### src/rtl/pdc_pkg.sv
// Shared constants and types for the divider-chain and configuration block.
// Assumes a single 20 MHz clock domain and the three-wire serial control port.
package pdc_pkg;

    // Serial word layout: low bits carry the register address.
    localparam int WORD_W = 32;
    localparam int ADDR_W = 5;
    localparam int NREGS = 32;

    // Register addresses.
    localparam logic [ADDR_W-1:0] ADDR_STATUS_RB = 5'h0C;
    localparam logic [ADDR_W-1:0] ADDR_DBL = 5'h1A;
    localparam logic [ADDR_W-1:0] ADDR_LOOP1_REF = 5'h1B;
    localparam logic [ADDR_W-1:0] ADDR_DIVS = 5'h1C;
    localparam logic [ADDR_W-1:0] ADDR_CAL = 5'h1D;
    localparam logic [ADDR_W-1:0] ADDR_FB = 5'h1E;
    localparam logic [ADDR_W-1:0] ADDR_PROT = 5'h1F;

    // Field positions.
    localparam int FB_DIV_LSB = 5;
    localparam int FB_DIV_W = 18;
    localparam int PRESC_LSB = 24;
    localparam int PRESC_W = 3;
    localparam int RB_POL_BIT = 21;
    localparam int RB_SEL_LSB = 16;
    localparam int RB_SEL_W = 5;
    localparam int PROT_BIT = 5;
    localparam int DBL_BIT = 29;
    localparam int PRER0_LSB = 20;
    localparam int PRER1_LSB = 22;
    localparam int PRER_W = 2;
    localparam int PRER_RATIO_W = 4;
    localparam int R1_LSB = 6;
    localparam int R1_W = 14;
    localparam int R2_LSB = 20;
    localparam int R2_W = 12;
    localparam int N1_LSB = 6;
    localparam int N1_W = 14;
    localparam int CH_DIV_W = 11;
    localparam int POST_DIV_W = 3;
    localparam int OSC_DIV_W = 8;

    // Prescaler code zero selects this ratio.
    localparam logic [PRESC_W:0] PRESC_ZERO_DIV = 4'h8;
    localparam logic [PRESC_W:0] PRESC_LOW_DIV = 4'h2;
    localparam logic [PRESC_W-1:0] PRESC_LOW_MAX = 3'h2;

    // Calibration duration.
    localparam int CLK_PERIOD_NS = 50;
    localparam int CAL_TIME_NS = 100000;
    localparam int CAL_CYCLES = (CAL_TIME_NS + CLK_PERIOD_NS - 1) / CLK_PERIOD_NS;
    localparam int CAL_CNT_W = 12;

    typedef enum logic [2:0] {
        MODE_DUAL,
        MODE_DUAL_ZD,
        MODE_SINGLE,
        MODE_SINGLE_ZD,
        MODE_EXT,
        MODE_EXT_ZD
    } pdc_mode_t;

    // Loose configuration bits held by other registers outside this block.
    typedef struct packed {
        pdc_mode_t mode;
        logic post_sel;
        logic [POST_DIV_W-1:0] post_ratio;
        logic osc_src_div;
        logic [OSC_DIV_W-1:0] osc_div_ratio;
        logic fb_chan_sel;
        logic [CH_DIV_W-1:0] chan_a_ratio;
        logic [CH_DIV_W-1:0] chan_b_ratio;
        logic ref_sel;
    } pdc_cfg_t;

    typedef struct packed {
        logic valid;
        logic [ADDR_W-1:0] addr;
        logic [WORD_W-1:0] data;
    } pdc_wr_t;

    typedef struct packed {
        logic pd1_ref;
        logic pd1_fb;
        logic pd2_ref;
        logic pd2_fb;
    } pdc_ticks_t;

    // Decodes the second-loop prescaler code into a divide ratio.
    function automatic logic [PRESC_W:0] pdc_presc_ratio(input logic [PRESC_W-1:0] code);
        if (code == '0)
            pdc_presc_ratio = PRESC_ZERO_DIV;
        else if (code <= PRESC_LOW_MAX)
            pdc_presc_ratio = PRESC_LOW_DIV;
        else
            pdc_presc_ratio = {1'b0, code};
    endfunction : pdc_presc_ratio

endpackage : pdc_pkg

### src/rtl/pdc_top.sv
// Register store, calibration control and divider chains of both loops.
// Assumes pin inputs are asynchronous and that cfg comes from logic on clk.
//
// Contract
// Feedback divider 18 bits, zero invalid.
// Writing feedback register starts calibration; the code starts none in the two external oscillator modes.
// Calibration divider replaces feedback divider meanwhile.
// Polarity bit sets latch level for readback.
// Select field picks readback register; some reserved.
// Register twelve readback carries select field.
// Host ignores upper bits of protect readback.
// Protect bit blocks writes to lower registers.
// Protect register stays writable while protected.
// Readback works regardless of protection.
// Channel dividers 2..1045; post divider bypassable.
// Host usually bypasses post divider.
// Host matches both phase detector frequencies.
// Loop one reference: prescaler then divider.
// Dual mode: oscillator, optional input divider, divider.
// Zero-delay: core, channel divider, loop divider.
// Loop two reference: optional doubler, divider.
// Direct path: core, prescaler, feedback divider.
// Post path or external: post divider first.
// Single zero-delay: channel divider, no prescaler.
// Calibration: core, prescaler, calibration divider.
// Prescaler code zero eight, one-two two.
// Calibration also issues output synchronisation.
`timescale 1ns/10ps
module pdc_top (
    input wire logic clk,
    input wire logic srst,
    input wire logic sclk_pin,
    input wire logic data_pin,
    input wire logic le_pin,
    input wire logic ref_pin,
    input wire logic osc_pin,
    input wire logic core_osc_pin,
    input wire pdc_pkg::pdc_cfg_t cfg,
    output logic rb_dout,
    output pdc_pkg::pdc_ticks_t ticks,
    output logic sync_pulse,
    output logic cal_busy
);
    import pdc_pkg::*;

    typedef struct packed {
        logic [NREGS-1:0][WORD_W-1:0] regs;
        logic cal_busy;
        logic [CAL_CNT_W-1:0] cal_cnt;
        logic sync_pulse;
        logic [1:0] ref_s;
        logic [1:0] osc_s;
        logic [1:0] core_s;
        logic ref_d;
        logic osc_d;
        logic core_d;
        pdc_ticks_t ticks;
    } pdc_top_state_t;

    pdc_top_state_t st_reg;
    pdc_top_state_t st_next;

    pdc_wr_t wr;
    logic ser_dout;
    logic [WORD_W-1:0] rb_word;
    logic [RB_SEL_W-1:0] rb_sel;
    logic locked;
    logic ext_mode;
    logic zd_loop1;
    logic wr_ok;
    logic ref_tick;
    logic osc_rise;
    logic osc_fall;
    logic core_tick;
    logic pre_out;
    logic r1_out;
    logic oscd_out;
    logic post_out;
    logic core_path;
    logic chan_out;
    logic n1_in;
    logic n1_out;
    logic r2_in;
    logic r2_out;
    logic p2_out;
    logic n2_in;
    logic n2_out;
    logic [PRER_W-1:0] prer_code;
    logic [PRER_RATIO_W-1:0] prer_ratio;
    logic [CH_DIV_W-1:0] chan_ratio;
    logic [PRESC_W:0] p2_ratio;
    logic [FB_DIV_W-1:0] n2_ratio;
    logic [FB_DIV_W-1:0] fb_div;
    logic [FB_DIV_W-1:0] cal_div;

    ////////////////////////////////////////////////////////////////////////
    // Serial control port.
    pdc_serial u_serial (
        .clk(clk),
        .srst(srst),
        .sclk_pin(sclk_pin),
        .data_pin(data_pin),
        .le_pin(le_pin),
        .rb_word(rb_word),
        .rb_pol(st_reg.regs[ADDR_PROT][RB_POL_BIT]),
        .wr(wr),
        .rb_dout(ser_dout)
    );

    // Protection: the protect register itself is always open.
    assign locked = st_reg.regs[ADDR_PROT][PROT_BIT];
    assign wr_ok = wr.valid && (wr.addr == ADDR_PROT || !locked);

    // Readback word; reserved select codes return zeros.
    assign rb_sel = st_reg.regs[ADDR_PROT][RB_SEL_LSB +: RB_SEL_W];
    always_comb
    begin
        rb_word = st_reg.regs[rb_sel];
        unique case (rb_sel)
            5'h09, 5'h10, 5'h11, 5'h12, 5'h13, 5'h14, 5'h15, 5'h16, 5'h17: rb_word = '0;
            ADDR_STATUS_RB: rb_word[RB_SEL_LSB +: RB_SEL_W] = rb_sel;
            default: rb_word = st_reg.regs[rb_sel];
        endcase
    end

    ////////////////////////////////////////////////////////////////////////
    // Mode decode.
    assign ext_mode = cfg.mode == MODE_EXT || cfg.mode == MODE_EXT_ZD;
    assign zd_loop1 = cfg.mode == MODE_DUAL_ZD || cfg.mode == MODE_EXT_ZD;

    // Edges of the synchronised pins act as ticks; a doubled reference counts both edges.
    assign ref_tick = st_reg.ref_s[1] && !st_reg.ref_d;
    assign osc_rise = st_reg.osc_s[1] && !st_reg.osc_d;
    assign osc_fall = !st_reg.osc_s[1] && st_reg.osc_d;
    assign core_tick = st_reg.core_s[1] && !st_reg.core_d;

    ////////////////////////////////////////////////////////////////////////
    // Loop one reference path.
    assign prer_code = cfg.ref_sel ? st_reg.regs[ADDR_LOOP1_REF][PRER1_LSB +: PRER_W]
                                   : st_reg.regs[ADDR_LOOP1_REF][PRER0_LSB +: PRER_W];
    assign prer_ratio = PRER_RATIO_W'(1) << prer_code;

    pdc_tick_div #(.W(PRER_RATIO_W)) u_prescale (
        .clk(clk), .srst(srst), .tick_in(ref_tick), .ratio(prer_ratio), .tick_out(pre_out)
    );
    pdc_tick_div #(.W(R1_W)) u_loop1_ref (
        .clk(clk), .srst(srst), .tick_in(pre_out),
        .ratio(st_reg.regs[ADDR_LOOP1_REF][R1_LSB +: R1_W]), .tick_out(r1_out)
    );

    ////////////////////////////////////////////////////////////////////////
    // Core path, post divider and output channel.
    pdc_tick_div #(.W(POST_DIV_W)) u_post (
        .clk(clk), .srst(srst), .tick_in(core_tick), .ratio(cfg.post_ratio), .tick_out(post_out)
    );
    // External modes always pass the post divider; otherwise it is bypassable.
    assign core_path = (cfg.post_sel || ext_mode) ? post_out : core_tick;
    assign chan_ratio = cfg.fb_chan_sel ? cfg.chan_b_ratio : cfg.chan_a_ratio;

    pdc_tick_div #(.W(CH_DIV_W)) u_chan (
        .clk(clk), .srst(srst), .tick_in(core_path), .ratio(chan_ratio), .tick_out(chan_out)
    );

    ////////////////////////////////////////////////////////////////////////
    // Loop one feedback path.
    pdc_tick_div #(.W(OSC_DIV_W)) u_osc_div (
        .clk(clk), .srst(srst), .tick_in(osc_rise), .ratio(cfg.osc_div_ratio), .tick_out(oscd_out)
    );
    assign n1_in = zd_loop1 ? chan_out : (cfg.osc_src_div ? oscd_out : osc_rise);

    pdc_tick_div #(.W(N1_W)) u_loop1_fb (
        .clk(clk), .srst(srst), .tick_in(n1_in),
        .ratio(st_reg.regs[ADDR_DIVS][N1_LSB +: N1_W]), .tick_out(n1_out)
    );

    ////////////////////////////////////////////////////////////////////////
    // Loop two reference path.
    assign r2_in = st_reg.regs[ADDR_DBL][DBL_BIT] ? (osc_rise || osc_fall) : osc_rise;

    pdc_tick_div #(.W(R2_W)) u_loop2_ref (
        .clk(clk), .srst(srst), .tick_in(r2_in),
        .ratio(st_reg.regs[ADDR_DIVS][R2_LSB +: R2_W]), .tick_out(r2_out)
    );

    ////////////////////////////////////////////////////////////////////////
    // Loop two feedback path; the calibration divider stands in while calibrating.
    assign p2_ratio = pdc_presc_ratio(st_reg.regs[ADDR_FB][PRESC_LSB +: PRESC_W]);
    assign fb_div = st_reg.regs[ADDR_FB][FB_DIV_LSB +: FB_DIV_W];
    assign cal_div = st_reg.regs[ADDR_CAL][FB_DIV_LSB +: FB_DIV_W];
    assign n2_ratio = st_reg.cal_busy ? cal_div : fb_div;

    pdc_tick_div #(.W(PRESC_W + 1)) u_loop2_presc (
        .clk(clk), .srst(srst), .tick_in(core_path), .ratio(p2_ratio), .tick_out(p2_out)
    );
    // Single-loop zero-delay skips the prescaler, except during calibration.
    assign n2_in = (cfg.mode == MODE_SINGLE_ZD && !st_reg.cal_busy) ? chan_out : p2_out;

    pdc_tick_div #(.W(FB_DIV_W)) u_loop2_fb (
        .clk(clk), .srst(srst), .tick_in(n2_in), .ratio(n2_ratio), .tick_out(n2_out)
    );

    ////////////////////////////////////////////////////////////////////////
    // Register store, calibration timer and pin synchronisers.
    always_comb
    begin
        st_next = st_reg;
        st_next.ref_s = {st_reg.ref_s[0], ref_pin};
        st_next.osc_s = {st_reg.osc_s[0], osc_pin};
        st_next.core_s = {st_reg.core_s[0], core_osc_pin};
        st_next.ref_d = st_reg.ref_s[1];
        st_next.osc_d = st_reg.osc_s[1];
        st_next.core_d = st_reg.core_s[1];
        st_next.sync_pulse = 1'b0;
        st_next.ticks = '{pd1_ref: r1_out, pd1_fb: n1_out, pd2_ref: r2_out, pd2_fb: n2_out};
        if (st_reg.cal_busy)
        begin
            if (st_reg.cal_cnt == '0)
                st_next.cal_busy = 1'b0;
            else
                st_next.cal_cnt = st_reg.cal_cnt - CAL_CNT_W'(1);
        end
        if (wr_ok)
        begin
            st_next.regs[wr.addr] = wr.data;
            // A fresh write restarts a calibration already under way.
            if (wr.addr == ADDR_FB && !ext_mode)
            begin
                st_next.cal_busy = 1'b1;
                st_next.cal_cnt = CAL_CNT_W'(CAL_CYCLES - 1);
                st_next.sync_pulse = 1'b1;
            end
        end
    end

    always_ff @(posedge clk)
    begin
        if (srst)
            st_reg <= '0;
        else
            st_reg <= st_next;
    end

    assign rb_dout = ser_dout;
    assign ticks = st_reg.ticks;
    assign sync_pulse = st_reg.sync_pulse;
    assign cal_busy = st_reg.cal_busy;

    ////////////////////////////////////////////////////////////////////////
    // Checks.
    AST_CAL_START: assert property (@(posedge clk) disable iff (srst)
        (wr.valid && !locked && wr.addr == ADDR_FB && !ext_mode) |=> cal_busy [*8])
        else $error("Feedback write did not start calibration.");

    AST_SYNC_ONCE: assert property (@(posedge clk) disable iff (srst)
        (wr.valid && !locked && wr.addr == ADDR_FB && !ext_mode) |=> sync_pulse ##1 !sync_pulse)
        else $error("Calibration did not issue one synchronisation pulse.");

    AST_CAL_DIV_USED: assert property (@(posedge clk) disable iff (srst)
        cal_busy |-> n2_ratio == st_reg.regs[ADDR_CAL][FB_DIV_LSB +: FB_DIV_W])
        else $error("Calibration divider not used while calibrating.");

    AST_NORMAL_DIV_BACK: assert property (@(posedge clk) disable iff (srst)
        $fell(cal_busy) |-> n2_ratio == st_reg.regs[ADDR_FB][FB_DIV_LSB +: FB_DIV_W])
        else $error("Normal feedback divider not restored after calibration.");

    AST_LOCK_BLOCKS: assert property (@(posedge clk) disable iff (srst)
        (wr.valid && locked && wr.addr != ADDR_PROT) |=> $stable(st_reg.regs))
        else $error("Write accepted while protected.");

    AST_PROT_WRITABLE: assert property (@(posedge clk) disable iff (srst)
        (wr.valid && wr.addr == ADDR_PROT) |=> st_reg.regs[ADDR_PROT] == $past(wr.data))
        else $error("Protect register write was lost.");

    AST_PRESC_ZERO: assert property (@(posedge clk) disable iff (srst)
        (st_reg.regs[ADDR_FB][PRESC_LSB +: PRESC_W] == '0) |-> p2_ratio == PRESC_ZERO_DIV)
        else $error("Prescaler code zero does not divide by eight.");

    AST_RB12_SEL: assert property (@(posedge clk) disable iff (srst)
        (rb_sel == ADDR_STATUS_RB) |-> rb_word[RB_SEL_LSB +: RB_SEL_W] == ADDR_STATUS_RB)
        else $error("Register twelve readback lacks the select field.");

    // External oscillator modes have no calibration to run.
    AST_EXT_NO_CAL: assert property (@(posedge clk) disable iff (srst)
        (wr.valid && wr.addr == ADDR_FB && ext_mode && !cal_busy) |=> !cal_busy)
        else $error("Calibration started with an external oscillator.");

    AST_CAL_ENDS: assert property (@(posedge clk) disable iff (srst)
        (cal_busy && st_reg.cal_cnt == '0 && !wr_ok) |=> !cal_busy)
        else $error("Calibration did not end.");

    AST_RB_RESERVED: assert property (@(posedge clk) disable iff (srst)
        (rb_sel == 5'h09 || rb_sel == 5'h16 || rb_sel == 5'h17) |-> rb_word == '0)
        else $error("Reserved readback code returned data.");

    AST_WRITE_LANDS: assert property (@(posedge clk) disable iff (srst)
        wr_ok |=> st_reg.regs[$past(wr.addr)] == $past(wr.data))
        else $error("Accepted write did not land.");

    AST_SYNC_IN_CAL: assert property (@(posedge clk) disable iff (srst)
        sync_pulse |-> cal_busy)
        else $error("Synchronisation pulse outside calibration.");

endmodule : pdc_top

### src/rtl/pdc_tick_div.sv
// Integer divider on a stream of one-cycle ticks.
// Assumes tick_in comes from logic on clk; a ratio of zero stops the output.
`timescale 1ns/10ps
module pdc_tick_div #(
    parameter int W = 18
) (
    input wire logic clk,
    input wire logic srst,
    input wire logic tick_in,
    input wire logic [W-1:0] ratio,
    output logic tick_out
);
    import pdc_pkg::*;

    typedef struct packed {
        logic [W-1:0] cnt;
        logic out;
    } pdc_div_state_t;

    pdc_div_state_t st_reg;
    pdc_div_state_t st_next;

    ////////////////////////////////////////////////////////////////////////
    // Count input ticks; a count past a lowered ratio wraps on the next input tick.
    always_comb
    begin
        st_next = st_reg;
        st_next.out = 1'b0;
        if (tick_in && ratio != '0)
        begin
            if (st_reg.cnt >= ratio - W'(1))
            begin
                st_next.cnt = '0;
                st_next.out = 1'b1;
            end
            else
                st_next.cnt = st_reg.cnt + W'(1);
        end
    end

    always_ff @(posedge clk)
    begin
        if (srst)
            st_reg <= '0;
        else
            st_reg <= st_next;
    end

    assign tick_out = st_reg.out;

    AST_DIV_ZERO_SILENT: assert property (@(posedge clk) disable iff (srst)
        (ratio == '0) |=> !tick_out)
        else $error("Divider produced a tick with a zero ratio.");

endmodule : pdc_tick_div

### src/rtl/pdc_serial.sv
// Three-wire serial control port: shift-in, latch, and readback shift-out.
// Assumes the pins are asynchronous to clk and toggle well below half its rate.
`timescale 1ns/10ps
module pdc_serial (
    input wire logic clk,
    input wire logic srst,
    input wire logic sclk_pin,
    input wire logic data_pin,
    input wire logic le_pin,
    input wire logic [pdc_pkg::WORD_W-1:0] rb_word,
    input wire logic rb_pol,
    output pdc_pkg::pdc_wr_t wr,
    output logic rb_dout
);
    import pdc_pkg::*;

    typedef struct packed {
        logic [1:0] sclk_s;
        logic [1:0] data_s;
        logic [1:0] le_s;
        logic sclk_d;
        logic le_d;
        logic load_pend;
        logic [WORD_W-1:0] shift;
        logic [WORD_W-1:0] rb_shift;
        pdc_wr_t wr;
    } pdc_ser_state_t;

    pdc_ser_state_t st_reg;
    pdc_ser_state_t st_next;

    ////////////////////////////////////////////////////////////////////////
    // Only the second stage of each synchroniser is looked at.
    always_comb
    begin
        st_next = st_reg;
        st_next.sclk_s = {st_reg.sclk_s[0], sclk_pin};
        st_next.data_s = {st_reg.data_s[0], data_pin};
        st_next.le_s = {st_reg.le_s[0], le_pin};
        st_next.sclk_d = st_reg.sclk_s[1];
        st_next.le_d = st_reg.le_s[1];
        st_next.wr.valid = 1'b0;
        st_next.load_pend = st_reg.wr.valid;
        if (st_reg.sclk_s[1] && !st_reg.sclk_d)
            st_next.shift = {st_reg.shift[WORD_W-2:0], st_reg.data_s[1]};
        // A rising latch edge completes a write; protection is judged downstream in pdc_top.
        if (st_reg.le_s[1] && !st_reg.le_d)
        begin
            st_next.wr.valid = 1'b1;
            st_next.wr.addr = st_reg.shift[ADDR_W-1:0];
            st_next.wr.data = st_reg.shift;
        end
        // The readback word is taken one cycle after the write lands, so a new select field is seen.
        if (st_reg.load_pend)
            st_next.rb_shift = rb_word;
        else if (!st_reg.sclk_s[1] && st_reg.sclk_d && st_reg.le_s[1] == rb_pol)
            st_next.rb_shift = {st_reg.rb_shift[WORD_W-2:0], 1'b0};
    end

    always_ff @(posedge clk)
    begin
        if (srst)
            st_reg <= '0;
        else
            st_reg <= st_next;
    end

    assign wr = st_reg.wr;
    assign rb_dout = st_reg.rb_shift[WORD_W-1];

    AST_RB_LOAD_ANY_LOCK: assert property (@(posedge clk) disable iff (srst)
        st_reg.load_pend |=> st_reg.rb_shift == $past(rb_word))
        else $error("Readback word was not loaded.");

endmodule : pdc_serial

### config.mk
export PLATFORM = sky130hd
export DESIGN_NAME = pdc_top
export DESIGN_NICKNAME = d
export VERILOG_FILES = /design/src/rtl/pdc_pkg.sv /design/src/rtl/pdc_top.sv /design/src/rtl/pdc_tick_div.sv /design/src/rtl/pdc_serial.sv
export SDC_FILE = /design/constraint.sdc
export NUM_CORES = 2
export LEC_CHECK = 0
export ABC_AREA = 0
export BUFFER_PORTS_ARGS = -buffer_cell sky130_fd_sc_hd__buf_2
export CAP_MARGIN = 15
export CORE_MARGIN = 3
export CORE_UTILIZATION = 50
export DETAILED_ROUTE_END_ITERATION = 10
export HOLD_SLACK_MARGIN = 0.12
export PLACE_DENSITY = 0.63
export SLEW_MARGIN = 5
export SYNTH_ARGS = -nofsm -noshare
export SYNTH_HDL_FRONTEND = slang
export SYNTH_HIERARCHICAL = 1
export SYNTH_SLANG_ARGS = --single-unit
### constraint.sdc
create_clock -name clk -period 5.8 [get_ports clk]
set_clock_uncertainty 0.05 [all_clocks]
set_input_delay 0.87 -clock clk [delete_from_list [all_inputs] [get_ports clk]]
set_output_delay 0.87 -clock clk [all_outputs]
set_load 0.1 [all_outputs]
==> metrics <==
run status=completed; Post-synth EDFFs=0; residual DRC count=0; Core ar.=95720 um^2; sink of the worst hold path=u_serial/st_next[110]; die width=317.7 um; Synth Flop Type=dfxtp_1; maximum fanout along the worst path=34; placed insts=6643; Worst Tran Pin Value=1.245 ns; routing usage on met3=3.860%; detailed-route via count=40306; Die ar.=101000 um^2; crit share post-route=77.91%; post-synth top area share=41.69%; initial antenna violation count=0; DR WL/cell=20.61 um; Synth top cells by count=nand2_1, dfxtp_1, a21oi_1; Max IR drop VDD=0.2874 mV; Top Ports=55; Critical Path RT=6.34 ns; Clock Path Buffers=3; ANT cells=0; post-synth cell types=103; unrepaired setup endpoints after global routing=false; clock latency on the worst-skew pair=0.69 ns; HPWL Detailed=84560 um; htree depth=3; final WL=141000 um; Largest register FFs=755; Worst slew margin=16.86%; post-CTS setup buffer count=0; Overflow after GRT=0; endpoints failing setup=0; clock sinks=1012; non-filler instance count after layout=6842; Crit. End Element=flop; Synth area leader=dfxtp_1; Post-Syn Area=48590 um^2; Setup CP Type=reg -> reg; synth top area cells=dfxtp_1, nand2_1, a21oi_1, mux4_2, clkbuf_1; hold path startpoint=sclk_pin; CP Data Arrival Time=5.06 ns; top-count cell post-synth=nand2_1; layout cells sized above 1=12.66%; highest clock rate=221.3 MHz; nets@finish=5650; Cell Area, Placed=48670 um^2; routing usage on met2=43.29%; post-synthesis net count=5971; vias in the first global route=37592; Hold Crit Class=in -> reg; GRT Max-Usage Layer=met2; met1 Use GR=38.22%; Chip Height=317.7 um; clk slew on worst S/H paths=0.06 ns; Hold Crit Depth=2; Startpoint Class=flop; design area=52270 um^2; post-route ant nets=0; RePlAce Congestion=0.8410; clock period minus worst slack=4.519 ns; I/O Buffers=54; sequential share of the synthesized area=41.69%; GRT Util Overall=26.96%; post-synthesis instance total=5812; FF-to-FF End=u_loop2_fb/st_reg[10]; Resized Gates After CTS=0; first-pass GRT wire length=220400 um; Post-Syn Area per Cell=8.361 um^2; CTS Hold Bufs=0; Fin Hold WS=0.3540 ns; Leakage=0.01700 uW; area grow syn2layout=7.575%; root buf cell=clkbuf_16; Async S/R FF share, synth=0%; Via density=5.891; Reg2Reg Setup Slack=1.28 ns; pwr dens=272.1 nW/um^2; Slew Limit Fails=0; Num CTS Buffers=107; CTS tree=done; #FFs+latches synth=1012; FF-to-FF path depth=14; 1st-pass router iterations=5; setup TNS=0 ns; r2r startpoint=cal_busy; pin count of the biggest net entering global routing=210; max-cap violations=0; Yosys warning count=6; FP Rows=113; final count of hold timing violations=0; Initial DRC Count=4198; Initial Util=50.77%
[cell type report]
cell class / instances / area [um^2]
clock buffers: 155 / 3109
flip-flops and latches: 1012 / 20270
fillers: 8800 / 43440
multi-input cells: 4155 / 25510
inverters: 66 / 247.7
clock inverters: 40 / 399.1
repair buffers: 149 / 1146
well taps: 1265 / 1583
[critical path: stages (launching register included)]
cell      delay, ns
dfxtp_1        0.97
mux2_2         0.47
inv_1          0.09
ha_1           0.25
nor4b_1        0.27
nand2_1        0.24
nor4_1         0.38
xnor2_1        0.20
ha_1           0.28
a21o_1         0.15
a21o_1         0.20
a211oi_4       0.19
buf_4          0.35
nand4b_1       0.14
a31oi_1        0.19
[power by group]
part / switching, uW / internal (uW)
Clock: 2890 / 3980
Combinational: 238 / 101
Sequential: 32.1 / 6980
[cell usage in the layout, fill, tap and decap left out, types with 54 or more instances in the layout]
master        n
nor2b_1      75
ha_1        111
inv_1        65
nor4_1       54
dfxtp_1    1006
buf_4        84
mux4_2      183
a21oi_1     946
nand3_1      73
nor2_1      101
clkbuf_16   108
nand2_1    1818
mux2_2       59
[logic make-up after synthesis]
logic type	share of synthesized area [%]
DFF	41.69
AOI/OAI and AO/OA	15.45
adders and majority gates	2.858
xor gates and xnor gates	1.403
and+or+nand+nor	21.62
muxes	10.90
buffers and inverters	6.072
[metrics by stage]
stage / power [uW] / utilization (%) / setup WS, ns
global route: 14630 / 54.61 / 0.9938
global placement: 7494 / 50.84 / 1.170
detailed placement: 7498 / 50.85 / 1.073
floorplan: 7407 / - / 1.096
CTS: 14320 / 54.51 / 1.345
finish: 14220 / 54.61 / 1.281
[how the worst max path moves through the flow]
stage | start | endpoint | slack (ns)
after detailed placement | cfg[23] | u_chan/st_reg[5] | 1.07
after global placement | cfg[23] | u_chan/st_reg[11] | 1.17
after CTS | cal_busy | u_loop2_fb/st_reg[11] | 1.35
after floorplan | cal_busy | u_loop2_fb/st_reg[9] | 1.10
after global routing | cal_busy | u_loop2_fb/st_reg[11] | 0.99
final | cal_busy | u_loop2_fb/st_reg[10] | 1.28
[per-layer routing]
layer  wire length, um  vias up
li1                  -    19259
met1             62720    19513
met2             65200     1344
met3             10070      190
met4              3014        0
met5                 0        -
No activity file was read; power rests on OpenSTA's default activity.
